File: src/core/smb_regs.svh
`ifndef SMB_REGS_SVH
`define SMB_REGS_SVH

// Register byte offsets.
`define SMB_CTRL_OFS        8'h00
`define SMB_DIV_OFS         8'h04
`define SMB_CMD_OFS         8'h08
`define SMB_DATA_OFS        8'h0C

// Control register bit positions.
`define SMB_CTRL_EN_BIT      0
`define SMB_CTRL_STRETCH_BIT 1
`define SMB_CTRL_TOE_BIT     2
`define SMB_CTRL_FTE_BIT     3

// Command/status register bit positions.
`define SMB_CMD_BEGIN_BIT    0
`define SMB_CMD_HALT_BIT     1
`define SMB_CMD_ACK_BIT      2
`define SMB_CMD_CLR_BIT      3
`define SMB_ST_ACKPEND_BIT   0
`define SMB_ST_ARB_BIT       1
`define SMB_ST_ACKRX_BIT     2
`define SMB_ST_EVENT_BIT     3
`define SMB_ST_VEC_LSB       4
`define SMB_ST_BUSY_BIT      8
`define SMB_ST_FULL_BIT      9

// Reset values.
`define SMB_CTRL_RST        4'h0
`define SMB_DIV_RST         16'h0040
`define SMB_VEC_RST         4'h0

// Status vectors.
`define SMB_VEC_START       4'hE
`define SMB_VEC_MTX         4'hC

// Timing counts in system clocks, except the bus-free count, which is in divider periods.
`define SMB_HOLD_NORM       16'h0003
`define SMB_HOLD_EXT        16'h000C
`define SMB_SETUP_NORM      16'h0004
`define SMB_SETUP_EXT       16'h000B
`define SMB_HIGH_MIN        16'h0004
`define SMB_FREE_PERIODS    4'hA

`endif

File: src/core/smb_pkg.sv
package smb_pkg;

   typedef enum logic [3:0] {
      SMB_IDLE,
      SMB_START_A,
      SMB_START_B,
      SMB_RS_LOW,
      SMB_LOW,
      SMB_HIGH,
      SMB_WAIT,
      SMB_STOP_A,
      SMB_STOP_B,
      SMB_STOP_C
   } smb_state_t;

   typedef struct packed {
      smb_state_t  st;
      logic [15:0] cnt;
      logic [3:0]  bitn;
      logic [7:0]  shift;
      logic        sda_out;
      logic        scl_out;
      logic        event_flag;
      logic [3:0]  vec;
      logic        ack_rx;
      logic        arb;
      logic        begin_req;
      logic        halt_req;
      logic        ack_val;
      logic [3:0]  ctrl;
      logic [15:0] div;
      logic [15:0] src_cnt;
      logic [3:0]  free_cnt;
      logic        rd_ack;
      logic [31:0] rdata;
   } smb_core_t;

   typedef struct packed {
      logic [3:0] wr_ptr;
      logic [3:0] rd_ptr;
      logic [4:0] count;
   } smb_fifo_t;

endpackage : smb_pkg

File: src/core/smb_fifo_if.sv
`timescale 1ns/1ps
`default_nettype none

interface smb_fifo_if;
   logic       push_valid;
   logic       push_ready;
   logic [7:0] push_data;
   logic       pop_valid;
   logic       pop_ready;
   logic [7:0] pop_data;

   modport store (
      input  push_valid,
      output push_ready,
      input  push_data,
      output pop_valid,
      input  pop_ready,
      output pop_data
   );

   modport user (
      output push_valid,
      input  push_ready,
      output push_data,
      input  pop_valid,
      output pop_ready,
      input  pop_data
   );
endinterface : smb_fifo_if

`default_nettype wire

File: src/core/smb_sync.sv
`timescale 1ns/1ps
`default_nettype none

module smb_sync #(
   parameter int W = 2
) (
   input  wire logic         sys_clk_i,
   input  wire logic         sys_rst_i,
   input  wire logic [W-1:0] async_i,
   output logic      [W-1:0] sync_o
);
   logic [W-1:0] meta_reg;
   logic [W-1:0] sync_reg;

   // Lines idle high, so reset to the released level.
   genvar g;
   generate
      for (g = 0; g < W; g++) begin : g_bit
         always_ff @(posedge sys_clk_i) begin
            if (sys_rst_i) begin
               meta_reg[g] <= 1'b1;
               sync_reg[g] <= 1'b1;
            end else begin
               meta_reg[g] <= async_i[g];
               sync_reg[g] <= meta_reg[g];
            end
         end
      end
   endgenerate

   assign sync_o = sync_reg;
endmodule : smb_sync

`default_nettype wire

File: src/core/smb_fifo.sv
`timescale 1ns/1ps
`default_nettype none

module smb_fifo
   import smb_pkg::*;
#(
   parameter int WIDTH = 8,
   parameter int DEPTH = 16
) (
   input  wire logic sys_clk_i,
   input  wire logic sys_rst_i,
   smb_fifo_if.store f
);
   logic [WIDTH-1:0] mem [DEPTH];
   smb_fifo_t        s_reg;
   smb_fifo_t        s_next;
   logic             do_push;
   logic             do_pop;

   assign f.push_ready = (s_reg.count != 5'(DEPTH));
   assign f.pop_valid  = (s_reg.count != 5'h0_0);
   assign f.pop_data   = mem[s_reg.rd_ptr];
   assign do_push      = f.push_valid && f.push_ready;
   assign do_pop       = f.pop_ready && f.pop_valid;

   always_comb begin
      s_next = s_reg;
      if (do_push) begin
         s_next.wr_ptr = s_reg.wr_ptr + 4'h1;
      end
      if (do_pop) begin
         s_next.rd_ptr = s_reg.rd_ptr + 4'h1;
      end
      s_next.count = s_reg.count + 5'(do_push) - 5'(do_pop);
   end

   always_ff @(posedge sys_clk_i) begin
      if (sys_rst_i) begin
         s_reg <= '0;
      end else begin
         s_reg <= s_next;
      end
      if (do_push) begin
         mem[s_reg.wr_ptr] <= f.push_data;
      end
   end
endmodule : smb_fifo

`default_nettype wire

File: src/core/smb_master.sv
`timescale 1ns/1ps
`default_nettype none
`include "smb_regs.svh"

module smb_master
   import smb_pkg::*;
(
   input  wire logic        sys_clk_i,
   input  wire logic        sys_rst_i,
   input  wire logic [7:0]  avs_address_i,
   input  wire logic        avs_read_i,
   input  wire logic        avs_write_i,
   input  wire logic [31:0] avs_writedata_i,
   input  wire logic [3:0]  avs_byteenable_i,
   output logic      [31:0] avs_readdata_o,
   output logic             avs_waitrequest_o,
   input  wire logic        scl_i,
   output logic             scl_o,
   output logic             scl_oe_n_o,
   input  wire logic        sda_i,
   output logic             sda_o,
   output logic             sda_oe_n_o,
   output logic             timer_reload_o,
   output logic             timer_count_o
);
   smb_core_t   c_reg;
   smb_core_t   c_next;
   smb_fifo_if  fq ();
   logic [1:0]  pins_s;
   logic        scl_s;
   logic        sda_s;
   logic        en;
   logic        stretch;
   logic [15:0] low_len;
   logic [15:0] high_len;
   logic [15:0] hold_pt;
   logic [15:0] low_min;
   logic [31:0] bmask;
   logic        wr_ctrl;
   logic        wr_div;
   logic        wr_cmd;
   logic        wr_data;
   logic        src_tick;
   logic        lines_high;
   logic        bus_free;
   logic        data_full_stall;
   logic [31:0] rd_mux;

   smb_sync #(
      .W (2)
   ) u_sync (
      .sys_clk_i (sys_clk_i),
      .sys_rst_i (sys_rst_i),
      .async_i   ({scl_i, sda_i}),
      .sync_o    (pins_s)
   );

   smb_fifo #(
      .WIDTH (8),
      .DEPTH (16)
   ) u_fifo (
      .sys_clk_i (sys_clk_i),
      .sys_rst_i (sys_rst_i),
      .f         (fq.store)
   );

   assign scl_s   = pins_s[1];
   assign sda_s   = pins_s[0];
   assign en      = c_reg.ctrl[`SMB_CTRL_EN_BIT];
   assign stretch = c_reg.ctrl[`SMB_CTRL_STRETCH_BIT];

   assign hold_pt  = stretch ? `SMB_HOLD_EXT : `SMB_HOLD_NORM;
   // The low phase is widened so hold plus setup always fit inside it.
   assign low_min  = stretch ? (`SMB_HOLD_EXT + `SMB_SETUP_EXT)
                             : (`SMB_HOLD_NORM + `SMB_SETUP_NORM + 16'h0001);
   assign low_len  = (c_reg.div > low_min) ? c_reg.div : low_min;
   assign high_len = (c_reg.div > `SMB_HIGH_MIN) ? c_reg.div : `SMB_HIGH_MIN;

   // Byte-lane mask for partial writes.
   always_comb begin
      for (int i = 0; i < 4; i++) begin
         bmask[i*8 +: 8] = {8{avs_byteenable_i[i]}};
      end
   end

   // Data writes stall on a full queue so no byte is ever dropped.
   assign data_full_stall = avs_write_i && (avs_address_i == `SMB_DATA_OFS) && !fq.push_ready;
   assign avs_waitrequest_o = (avs_read_i && !c_reg.rd_ack) || data_full_stall;
   assign avs_readdata_o    = c_reg.rdata;

   assign wr_ctrl = avs_write_i && (avs_address_i == `SMB_CTRL_OFS);
   assign wr_div  = avs_write_i && (avs_address_i == `SMB_DIV_OFS);
   assign wr_cmd  = avs_write_i && (avs_address_i == `SMB_CMD_OFS) && avs_byteenable_i[0];
   assign wr_data = avs_write_i && (avs_address_i == `SMB_DATA_OFS) && avs_byteenable_i[0];

   assign fq.push_valid = wr_data;
   assign fq.push_data  = avs_writedata_i[7:0];

   // Clock-source period comes from the divider register.
   assign src_tick   = (c_reg.src_cnt == 16'h0000);
   assign lines_high = scl_s && sda_s;
   // bus free after more than ten periods
   assign bus_free   = c_reg.ctrl[`SMB_CTRL_FTE_BIT]
                       ? (c_reg.free_cnt > `SMB_FREE_PERIODS) : lines_high;

   // timer reload while high, count while low
   assign timer_reload_o = en && c_reg.ctrl[`SMB_CTRL_TOE_BIT] && scl_s;
   assign timer_count_o  = en && c_reg.ctrl[`SMB_CTRL_TOE_BIT] && !scl_s;

   // Open-drain: enable is active low and the driven level is always low.
   assign scl_o      = 1'b0;
   assign sda_o      = 1'b0;
   assign scl_oe_n_o = c_reg.scl_out;
   assign sda_oe_n_o = c_reg.sda_out;

   always_comb begin
      rd_mux = 32'h0000_0000;
      unique case (avs_address_i)
         `SMB_CTRL_OFS: rd_mux[3:0] = c_reg.ctrl;
         `SMB_DIV_OFS:  rd_mux[15:0] = c_reg.div;
         `SMB_CMD_OFS: begin
            rd_mux[`SMB_ST_ARB_BIT]   = c_reg.arb;
            rd_mux[`SMB_ST_ACKRX_BIT] = c_reg.ack_rx;
            rd_mux[`SMB_ST_EVENT_BIT] = c_reg.event_flag;
            rd_mux[`SMB_ST_VEC_LSB +: 4] = c_reg.vec;
            rd_mux[`SMB_ST_BUSY_BIT]  = (c_reg.st != SMB_IDLE);
            rd_mux[`SMB_ST_FULL_BIT]  = !fq.push_ready;
         end
         `SMB_DATA_OFS: rd_mux[7:0] = c_reg.shift;
         default: rd_mux = 32'h0000_0000;
      endcase
   end

   always_comb begin
      c_next       = c_reg;
      fq.pop_ready = 1'b0;

      // Register access.
      c_next.rd_ack = avs_read_i && !c_reg.rd_ack;
      if (avs_read_i && !c_reg.rd_ack) begin
         c_next.rdata = rd_mux;
      end
      if (wr_ctrl) begin
         c_next.ctrl = (c_reg.ctrl & ~bmask[3:0]) | (avs_writedata_i[3:0] & bmask[3:0]);
      end
      if (wr_div) begin
         c_next.div = (c_reg.div & ~bmask[15:0]) | (avs_writedata_i[15:0] & bmask[15:0]);
      end
      if (wr_cmd) begin
         c_next.begin_req = avs_writedata_i[`SMB_CMD_BEGIN_BIT];
         c_next.halt_req  = avs_writedata_i[`SMB_CMD_HALT_BIT];
         c_next.ack_val   = avs_writedata_i[`SMB_CMD_ACK_BIT];
         // clearing in the same write as the acknowledge makes the delay zero
         if (avs_writedata_i[`SMB_CMD_CLR_BIT]) begin
            c_next.event_flag = 1'b0;
         end
      end

      // Clock-source divider and idle-run counter.
      c_next.src_cnt = src_tick ? c_reg.div : c_reg.src_cnt - 16'h0001;
      if (!lines_high) begin
         c_next.free_cnt = 4'h0;
      end else if (src_tick && (c_reg.free_cnt != 4'hF)) begin
         c_next.free_cnt = c_reg.free_cnt + 4'h1;
      end

      c_next.cnt = c_reg.cnt + 16'h0001;
      unique case (c_reg.st)
         SMB_IDLE: begin
            c_next.scl_out = 1'b1;
            c_next.sda_out = 1'b1;
            c_next.cnt     = 16'h0000;
            if (en && c_reg.begin_req && bus_free) begin
               c_next.st = SMB_START_A;
            end
         end
         SMB_START_A: begin
            c_next.scl_out = 1'b1;
            c_next.sda_out = 1'b1;
            if (!scl_s) begin
               c_next.cnt = 16'h0000;
            end else if (c_reg.cnt >= high_len) begin
               c_next.st  = SMB_START_B;
               c_next.cnt = 16'h0000;
            end
         end
         SMB_START_B: begin
            c_next.sda_out = 1'b0;
            if (c_reg.cnt >= high_len) begin
               c_next.scl_out    = 1'b0;
               c_next.vec        = `SMB_VEC_START;
               c_next.arb        = 1'b0;
               c_next.begin_req  = 1'b0;
               c_next.event_flag = 1'b1;
               c_next.st         = SMB_WAIT;
               c_next.cnt        = 16'h0000;
            end
         end
         SMB_WAIT: begin
            // hold SCL low until the flag is cleared
            c_next.scl_out = 1'b0;
            c_next.cnt     = 16'h0000;
            if (!c_reg.event_flag) begin
               if (c_reg.halt_req) begin
                  c_next.st = SMB_STOP_A;
               end else if (c_reg.begin_req) begin
                  c_next.st = SMB_RS_LOW;
               end else if (fq.pop_valid) begin
                  fq.pop_ready = 1'b1;
                  c_next.shift = fq.pop_data;
                  c_next.bitn  = 4'h0;
                  c_next.st    = SMB_LOW;
               end
            end
         end
         SMB_RS_LOW: begin
            c_next.scl_out = 1'b0;
            if (c_reg.cnt == hold_pt) begin
               c_next.sda_out = 1'b1;
            end
            if (c_reg.cnt >= low_len) begin
               c_next.st  = SMB_START_A;
               c_next.cnt = 16'h0000;
            end
         end
         SMB_LOW: begin
            c_next.scl_out = 1'b0;
            // data changes only at the hold point
            // leaving setup of low time minus the hold point (3, or 12 when stretched)
            if (c_reg.cnt == hold_pt) begin
               c_next.sda_out = (c_reg.bitn == 4'h8) ? 1'b1 : c_reg.shift[7];
            end
            if (c_reg.cnt >= low_len) begin
               c_next.scl_out = 1'b1;
               c_next.st      = SMB_HIGH;
               c_next.cnt     = 16'h0000;
            end
         end
         SMB_HIGH: begin
            c_next.scl_out = 1'b1;
            if (!scl_s) begin
               // A slave stretching the clock restarts the high count.
               c_next.cnt = 16'h0000;
            end else if (c_reg.bitn != 4'h8 && c_reg.sda_out && !sda_s) begin
               c_next.arb        = 1'b1;
               c_next.sda_out    = 1'b1;
               c_next.vec        = `SMB_VEC_RST;
               c_next.event_flag = 1'b1;
               c_next.st         = SMB_IDLE;
            end else if (c_reg.cnt >= high_len) begin
               c_next.scl_out = 1'b0;
               c_next.cnt     = 16'h0000;
               if (c_reg.bitn == 4'h8) begin
                  c_next.ack_rx     = !sda_s;
                  c_next.vec        = `SMB_VEC_MTX;
                  c_next.event_flag = 1'b1;
                  c_next.st         = SMB_WAIT;
               end else begin
                  c_next.shift = {c_reg.shift[6:0], sda_s};
                  c_next.bitn  = c_reg.bitn + 4'h1;
                  c_next.st    = SMB_LOW;
               end
            end
         end
         SMB_STOP_A: begin
            c_next.scl_out = 1'b0;
            if (c_reg.cnt == hold_pt) begin
               c_next.sda_out = 1'b0;
            end
            if (c_reg.cnt >= low_len) begin
               c_next.st  = SMB_STOP_B;
               c_next.cnt = 16'h0000;
            end
         end
         SMB_STOP_B: begin
            c_next.scl_out = 1'b1;
            if (!scl_s) begin
               c_next.cnt = 16'h0000;
            end else if (c_reg.cnt >= high_len) begin
               c_next.st  = SMB_STOP_C;
               c_next.cnt = 16'h0000;
            end
         end
         SMB_STOP_C: begin
            c_next.sda_out = 1'b1;
            if (c_reg.cnt >= high_len) begin
               c_next.halt_req = 1'b0;
               c_next.vec      = `SMB_VEC_RST;
               c_next.st       = SMB_IDLE;
            end
         end
      endcase

      // disabling releases the bus at once so software can recover it.
      if (!en) begin
         c_next.st      = SMB_IDLE;
         c_next.scl_out = 1'b1;
         c_next.sda_out = 1'b1;
      end
   end

   always_ff @(posedge sys_clk_i) begin
      if (sys_rst_i) begin
         c_reg         <= '0;
         c_reg.st      <= SMB_IDLE;
         c_reg.sda_out <= 1'b1;
         c_reg.scl_out <= 1'b1;
         c_reg.ctrl    <= `SMB_CTRL_RST;
         c_reg.div     <= `SMB_DIV_RST;
         c_reg.vec     <= `SMB_VEC_RST;
      end else begin
         c_reg <= c_next;
      end
   end
endmodule : smb_master

`default_nettype wire

File: config.mk
export PLATFORM = sky130hd
export DESIGN_NAME = smb_master
export DESIGN_NICKNAME = d
export VERILOG_FILES = /design/src/core/smb_pkg.sv /design/src/core/smb_fifo_if.sv /design/src/core/smb_sync.sv /design/src/core/smb_fifo.sv /design/src/core/smb_master.sv
export VERILOG_INCLUDE_DIRS = /design/src /design/src/core
export SDC_FILE = /design/constraint.sdc
export NUM_CORES = 1
export LEC_CHECK = 0
export BUFFER_PORTS_ARGS = -buffer_cell sky130_fd_sc_hd__buf_2
export CORE_ASPECT_RATIO = 0.8
export CORE_MARGIN = 5
export CORE_UTILIZATION = 55
export CTS_CLUSTER_DIAMETER = 60
export DETAILED_ROUTE_END_ITERATION = 6
export PLACE_DENSITY = 0.77
export SETUP_SLACK_MARGIN = 0.5
export SLEW_MARGIN = 10
export SYNTH_ARGS = -nofsm -noshare
export SYNTH_HDL_FRONTEND = slang
export SYNTH_HIERARCHICAL = 1
export SYNTH_SLANG_ARGS = --single-unit
File: constraint.sdc
create_clock -name sys_clk_i -period 4.2 [get_ports sys_clk_i]
set_clock_uncertainty 0.1 [all_clocks]
set_input_delay 0.42 -clock sys_clk_i [delete_from_list [all_inputs] [get_ports sys_clk_i]]
set_output_delay 0.42 -clock sys_clk_i [all_outputs]
set_load 0.01 [all_outputs]
# Word level (Yosys, flattened, before mapping)
# Memories as Yosys holds them, arrays and structs flattened. A register that Yosys moved wholly into a read port is not among the register bits.
# Cells that the tools add are included.
totals:
  in_bits: 50
  output_inout_bits: 39
  memories: 1
  elab_cells: 215
  mem_bits_rw: 128
  ff_bits: 118
classes:
  n_bitwise: 11
  eq_ne: 42
  magnitude_cmp: 5
  reduce_logical: 47
  n_addsub: 8
  n_mux: 75
mem_list:
  columns: ["name", "depth", "word_bits", "read_ports", "rd_clocked_by_memory_dff", "wr", "line", "text"]
  rows:
  - ["u_fifo.mem", 16, 8, 1, 1, 1, "smb_fifo.sv:14", "logic [WIDTH-1:0] mem [DEPTH];"]
op_table:
  columns: ["operator", "n"]
  rows:
  - ["$pmux 16 s8", 1]
  - ["$mux 20", 6]
  - ["$mux 16", 6]
  - ["$mux 12", 5]
  - ["$mux 4", 13]
  - ["$pmux 4 s10", 1]
  - ["$ne 2x2->1 const B", 18]
  - ["$and 16x16->16", 2]
  - ["$ge 16x16->1", 2]
  - ["$mux 32", 1]
  - ["$mux 28", 1]
  - ["$pmux 12 s2", 1]
  - ["$pmux 4 s3", 2]
  - ["$mux 1", 21]
  - ["$mux 21", 1]
  - ["$logic_and 1x1->1", 19]
  - ["$mux 6", 3]
  - ["$add 16x1->16 const B", 1]
  - ["$add 4x1->4 const B", 4]
  - ["$eq 16x4->1", 1]
  - ["$eq 4x3->1 const B", 4]
  - ["$eq 8x4->1 const B", 2]
  - ["$gt 16x3->1 const B", 1]
  - ["$gt 16x5->1", 1]
  - ["other kinds (47)", 71]

# Longest topological paths before layout
# Gate-level depths: netlist of run 1.
logic_depth:
  depth_word: 9
  mapped_depth: 19
  depth_no_buf: 17

# By module
# The synthesis of run 1 kept the hierarchy.
modules_own_cells:
  columns: ["module", "n_inst", "cells_each", "area_each_um2", "seq_area_each_um2"]
  rows:
  - ["smb_master", 1, 759, 6077.1, 1961.9]
  - ["smb_fifo", 1, 308, 5811.8, 4184.0]
  - ["smb_sync", 1, 8, 105.1, 80.1]

# Worst setup path before layout of run 1
# OpenSTA, ideal clock, no wires.
synth_path:
  path_type: "flip-flop to flip-flop"
  from: "register c_reg[70] (netlist name)"
  to: "register c_reg[100] (netlist name)"
  t_required_ns: 3.968
  stages_incl_launch_ff: 20
  setup_ns: 0.132
  path_buffers: 2
  setup_slack_ns: 0.079
  arrival_ns: 3.890
  period_less_slack_ns: 4.121
  path_cell_list: "dfxtp_1 > clkbuf_1 > inv_1 > ha_1 > nor2b_1 > o21a_1 > o21a_1 > o21ai_0 > nand2b_1 > a21oi_1 > mux2i_1 > ha_1 > nand2_1 > o21ai_0 > a21oi_1 > o211ai_1 > a21oi_1 > a211oi_1 > clkbuf_1 > nor3_1"
synth_between:
  elab_chain_len: 6
  word_cells_on_any_way: 8
  classes_between: "order compare (2); mux (6)"
synth_rtl:
  columns: ["element", "line", "text"]
  rows:
  - ["start: declaration", "smb_master.sv:26", "smb_core_t c_reg;"]
  - ["start signal: assignment", "smb_master.sv:312", "c_reg <= c_next;"]
  - ["$mux 5 (*)", "smb_master.sv:74", "assign low_min = stretch ? (`SMB_HOLD_EXT + `SMB_SETUP_EXT)"]
  - ["$gt 16x5->1", "smb_master.sv:76", "assign low_len = (c_reg.div > low_min) ? c_reg.div : low_min;"]
  - ["$mux 16 (*)", "smb_master.sv:76", null]
  - ["$ge 16x16->1 (*)", "smb_master.sv:221, smb_master.sv:233, smb_master.sv:270", null]
  - ["$mux 20 (on tied branches)", "smb_master.sv:270, smb_master.sv:221, smb_master.sv:233", null]
  - ["$pmux 16 s8 (*)", "smb_master.sv:168", "unique case (c_reg.st)"]
# Every way passes the cells marked *; elsewhere a longest branch is shown, timed or not. The select of a mux whose other input is x is not followed.
# A chain may end at the register's enable or synchronous reset.

# Worst setup path after layout of run 1
layout_path:
  from: "register c_reg[70] (netlist name)"
  to: "register c_reg[106] (netlist name)"
# Same word-level chain as after synthesis.

==> results of run 1 <==
report_power, final:
group | internal, mW | total, mW | switching [mW]
Combinational | 0.223 | 0.524 | 0.301
Clock | 1.34 | 2.32 | 0.981
Sequential | 2.61 | 2.68 | 0.0722
Total | 4.17 | 5.52 | 1.35
kinds of logic after synthesis:
| kind of cell | share of synthesized area [%] |
|---|---|
| other | 0.03127 |
| xor gates and xnor gates | 2.483 |
| AOI/OAI and AO/OA | 11.19 |
| muxes | 8.304 |
| and+or+nand+nor | 14.29 |
| buffers and inverters | 5.883 |
| DFF | 51.91 |
| adders and majority gates | 5.904 |
area by class of cell:
type	instances	area, um2
fillers	1615	8104
flip-flops and latches	247	6230
multi-input cells	705	5239
clock buffers	34	710.7
repair buffers	81	515.5
well taps	275	344.1
inverters	53	201.4
clock inverters	12	156.4
stage by stage:
step / total power [mW] / setup WS, ps / cell area (um2)
5_1_grt: 5.744 / 447.3 / 13400
3_5_place_dp: 3.249 / 179.2 / 12360
6_report: 5.521 / 643.5 / 13400
3_3_place_gp: 3.228 / 279.3 / 12360
2_1_floorplan: 3.140 / 508.0 / 12080
4_1_cts: 5.546 / 507.8 / 13300
cells in the mapped netlist (7+ instances only):
master	n	area [um2]
inv_1	53	198.9
o21ai_0	35	175.2
mux4_1	14	367.9
xnor2_1	15	131.4
a22oi_1	31	232.7
nor2_1	91	341.6
nor4_1	10	62.56
and2_1	16	100.1
nand2_1	70	262.8
a221oi_1	7	61.31
a211oi_1	29	217.7
nand4_1	13	81.33
clkbuf_1	40	150.1
nand3_1	36	180.2
dfxtp_1	119	2382
nor3_1	34	170.2
nor2b_1	13	81.33
ha_1	55	688.2
and3_1	11	68.82
nand2b_1	11	68.82
xor2_1	19	166.4
mux4_2	19	427.9
mux2i_1	20	200.2
a21oi_1	59	295.3
buf_4	35	262.8
nor3b_1	7	52.55
edfxtp_1	128	3844
layer usage:
metal	track usage, %	share of wire (%)	vias up
met5	0	0	-
met4	4.669	1.7	0
met3	3.984	8.6	42
met2	34.06	46	366
met1	32.55	44	4121
li1	-	-	4010
worst paths after layout:
path                            slack (ps)  cells past startpoint               end           startpoint
worst max register to register         640                     18        c_reg[106]            c_reg[70]
worst min-delay path                    20                      3         c_reg[67]  avs_writedata_i[14]
worst max-delay path                   640                     18        c_reg[106]            c_reg[70]
worst min register to register         320                      1  u_sync/sync_o[0]   u_sync/meta_reg[0]
what timing repair did:
action	CTS	global route
gates cloned	0	1
pin swaps	3	8
hold buffers	2	0
endpoints found under the hold margin	2	0
endpoints found under the setup margin	20	25
buffers inserted	2	0
resized for setup	8	15
worst register-to-register path: stages (launching register included):
cell and delay (ps):
dfxtp_2 330, inv_4 80, ha_4 200, nor2b_1 130, o21a_1 160, o21a_1 160, o21ai_1 110, nand2b_1 110
a21oi_4 270, mux2i_1 250, ha_1 280, a211oi_2 210, o21ai_2 90, a21oi_2 180, o211ai_1 130, a21oi_2 220
a211oi_4 80, clkbuf_16 210, nor3_1 190
==> results.json, run 1 <==
{
  "yosys_warnings": 6,
  "cp_slowest_stage_delay_ps": 330,
  "grtUsageTotal_pct": 21.89,
  "route.detailed.drc": 0,
  "synthCells": 1075,
  "drv_slew": 0,
  "diodes": 0,
  "ys_seq_area_share_pct": 51.91,
  "max-clock-path-buffers": 3,
  "syn_to_final_growth_pct": 11.69,
  "ys_ff_latch": 247,
  "ir_worst_vdd_uv": 377.8,
  "powerDensity_mw_per_mm2": 412.1,
  "final_cells": 1407,
  "drt_wl_total_um": 27830,
  "status": "complete, no violations",
  "required_ps": 4550,
  "cts_max_level": 1,
  "relSlewSlack_pct": 30.63,
  "vias": 8539,
  "cap_violations": 0,
  "crit_type": "reg2reg",
  "cp_slowest_cell": "dfxtp_2",
  "fin_util_pct": 62.31,
  "cts_tree": "done",
  "synth_ff_type": "edfxtp_1",
  "synth_edf_count": 128,
  "max_freq_ghz": 0.2812,
  "arrival_ps": 3910,
  "grt_max_degree": 63,
  "cts-root-buf": "clkbuf_16",
  "end_kind": "flip-flop",
  "die_h_um": 142.1,
  "path_max_fanout": 6,
  "post-route-min-period_ps": 3557,
  "avgSynthCellArea_um2": 11.16,
  "min_path_type": "in2reg",
  "drt_iter0_drc": 1002,
  "start_util_pct": 55.78,
  "grt-ovfl-total": 0,
  "start_kind": "flip-flop",
  "antenna_found_initial": 0,
  "finalHoldViolations": 0,
  "coreArea_mm2": 0.02150,
  "ys_async_sr_fraction_pct": 0,
  "io_buffers": 52,
  "fp.dieArea_mm2": 0.02488,
  "finalSetupViolCount": 0,
  "io_pins": 89,
  "gp_congestion": 0.9177,
  "die_x_um": 175.1,
  "cp_cell_sequence": "inv_4 > ha_4 > nor2b_1 > o21a_1 > o21a_1 > o21ai_1 > nand2b_1 > a21oi_4 > mux2i_1 > ha_1 > a211oi_2 > o21ai_2 > a21oi_2 > o211ai_1 > a21oi_2 > a211oi_4 > clkbuf_16 > nor3_1",
  "path_clk_slew_ps": 70,
  "ys_types": 71,
  "final_layout_size_suffix_gt1_share_pct": 14.84,
  "vias_per_cell": 6.069,
  "dp_hpwl_um": 18720,
  "grt_pass1_wl_um": 43920,
  "nets": 1219,
  "layout_commonest_cell": "edfxtp_1",
  "path_buf_inv": 2,
  "tns_ps": 0,
  "post_drt_wl_per_cell_um": 19.78,
  "p_leak_nw": 4.915,
  "worst_hold_slack_ps": 18.65,
  "netlist_area_mm2": 0.01199,
  "post-route-period-util_pct": 84.68,
  "drt_first_pass_iters": 5,
  "place_inst": 1356,
  "worstMarginPinSlew_ps": 1040,
  "layout_common_cells": "edfxtp_1 (128), dfxtp_1 (116), nor2_1 (91)",
  "cts.sinks": 247,
  "ant_nets": 0,
  "rsz0062_at_grt": "no",
  "num_rows": 48,
  "numCtsBuffers": 25,
  "grt_pass1_vias": 8097,
  "path_delay_family": "compound AO/OA/AOI/OAI gates",
  "largest_reg_flops": 128,
  "clkLatencyLatePin_ps": 540
}
Power figures use the tool's default switching activity.
==> run 2, diff against run 1 <==
CORE_UTILIZATION = 60   (was 55)
PLACE_DENSITY = 0.8   (was 0.77)
clock period = 3.7 ns   (was 4.2 ns; I/O delays follow)
==> run 2 against run 1 <==
Critical path depth unchanged; worst hold slack better by 100 ps; total power is 16% higher; non-clock buffer count increased by 40; global-route usage increased by 3.3 points; die area shrank 7.8%; clock-buffer cell count unchanged; sequential power rose by 13%; critical endpoint is now c_reg[98]; highest routed layer unchanged.
==> results.json, run 2 (synthesized netlist as in run 1, its figures left out) <==
{
  "status": "complete, no violations",
  "top_usage_layer": "met2",
  "finalSetupViolCount": 0,
  "cp_cell_sequence": "inv_6 > ha_4 > nor2b_4 > o21a_1 > o21a_1 > o21ai_2 > nand2b_1 > a21oi_4 > mux2i_1 > ha_1 > a211oi_2 > o21ai_2 > a21oi_2 > o211ai_1 > a21oi_1 > a211oi_2 > buf_6 > nor3b_2",
  "finalHoldViolations": 0,
  "ant_nets": 0,
  "largest_reg_flops": 128,
  "start_kind": "flip-flop",
  "dp_worst_setup_slack_ps": 11.66,
  "ir_worst_vdd_uv": 479.5,
  "grt_pass1_vias": 8376,
  "post-route-min-period_ps": 3660,
  "start_util_pct": 60.76,
  "grt_pass1_wl_um": 45890,
  "grtUsageTotal_pct": 25.19,
  "final_cells": 1438,
  "syn_to_final_growth_pct": 16.99,
  "place_inst": 1362,
  "p_leak_nw": 5.198,
  "max_freq_ghz": 0.2732,
  "grtUsageMet2_pct": 39.59,
  "die_x_um": 168.1,
  "vias": 8866,
  "gr-usage-met3_pct": 4.448,
  "layout_common_cells": "edfxtp_1 (128), dfxtp_1 (115), nor2_1 (90)",
  "vias_per_cell": 6.166,
  "fp.dieArea_mm2": 0.02294,
  "cts-root-buf": "clkbuf_16",
  "required_ps": 4060,
  "grt_max_degree": 74,
  "coreArea_mm2": 0.01974,
  "die_h_um": 136.5,
  "clkLatencyLatePin_ps": 550,
  "io_pins": 89,
  "setup_ws_ps": 39.54,
  "grt_util_met1_pct": 37.25,
  "rsz0062_at_grt": "yes",
  "relSlewSlack_pct": 35.74,
  "drv_slew": 0,
  "min_path_type": "in2reg",
  "path_max_fanout": 8,
  "post-route-period-util_pct": 98.93,
  "cts_max_level": 1,
  "gp_congestion": 0.9783,
  "cp_slowest_stage_delay_ps": 360,
  "route.detailed.drc": 0,
  "antenna_found_initial": 0,
  "cap_violations": 0,
  "final_layout_size_suffix_gt1_share_pct": 21.04,
  "numCtsBuffers": 26,
  "drt_wl_total_um": 29800,
  "io_buffers": 52,
  "layout_commonest_cell": "edfxtp_1",
  "post_drt_wl_per_cell_um": 20.72,
  "dp_hpwl_um": 19100,
  "cts.sinks": 247,
  "grt-ovfl-total": 0,
  "end_kind": "flip-flop",
  "nets": 1260,
  "max-clock-path-buffers": 3,
  "cp_slowest_cell": "dfxtp_4",
  "diodes": 0,
  "worstMarginPinSlew_ps": 962.6,
  "path_clk_slew_ps": 70,
  "cts_tree": "done",
  "drt_iter0_drc": 1205,
  "powerDensity_mw_per_mm2": 455.4,
  "num_rows": 46,
  "drt_first_pass_iters": 5,
  "arrival_ps": 4020,
  "crit_type": "reg2reg"
}
## run 2: metal layers
layer,vias up,wire length [um]
met3,59,2498
met2,404,13710
met1,4298,12950
met4,0,641
met5,-,0
li1,4105,-
## run 2: final timing paths
check / from / to / slack [ps] / depth (start not counted)
max: c_reg[70] / c_reg[98] / 40 / 18
min: avs_writedata_i[6] / u_fifo/mem[14][6] / 120 / 1
max reg2reg: c_reg[70] / c_reg[98] / 40 / 18
min reg2reg: u_sync/meta_reg[1] / u_sync/sync_o[1] / 310 / 1
## run 2: critical path: cells and delay by family, from the launching register on
kind	cells	cell delay (ps)
adder cells (fa/ha/maj)	2	470
multiplexers	1	220
flip-flops	1	360
AO/OA/AOI/OAI	10	1760
AND/OR/NAND/NOR	3	390
buffers and inverters	2	250
## run 2: what timing repair did
item / 4_1_cts / 5_1_grt
endpoints found under the hold margin: 10 / 0
hold buffers: 10 / 0
gates cloned: 2 / 0
setup endpoints to repair: 38 / 36
pin swaps: 19 / 25
setup buffers: 5 / 11
gates resized for setup: 35 / 46
## run 2: report_power, final
group,leakage [nW],internal [mW],switching [mW]
clock network,0.453,1.62,1.12
registers,2.12,2.96,0.0836
logic,2.63,0.262,0.347
total,5.20,4.84,1.55
## run 2: metrics by stage
stage	total power, mW	hold slack, ps	area (um2)	util [%]	setup TNS (ps)
after global placement	3.666	291.4	12520	63.40	0
after CTS	6.414	110.0	13740	69.60	0
final	6.390	119.4	14030	71.08	0
after global routing	6.631	125.0	14030	71.08	-704.4
after detailed placement	3.689	298.6	12520	63.40	0
after floorplan	3.565	283.2	12120	-	0
## run 2: final cells by class
| cell class | count | area [um2] |
|---|---|---|
| Timing Repair Buffer | 121 | 840.8 |
| Clock inverter | 14 | 163.9 |
| Fill cell | 1299 | 5709 |
| Sequential cell | 247 | 6233 |
| Inverter | 53 | 203.9 |
| Clock buffer | 34 | 763.2 |
| Tap cell | 264 | 330.3 |
| Multi-Input combinational cell | 705 | 5497 |
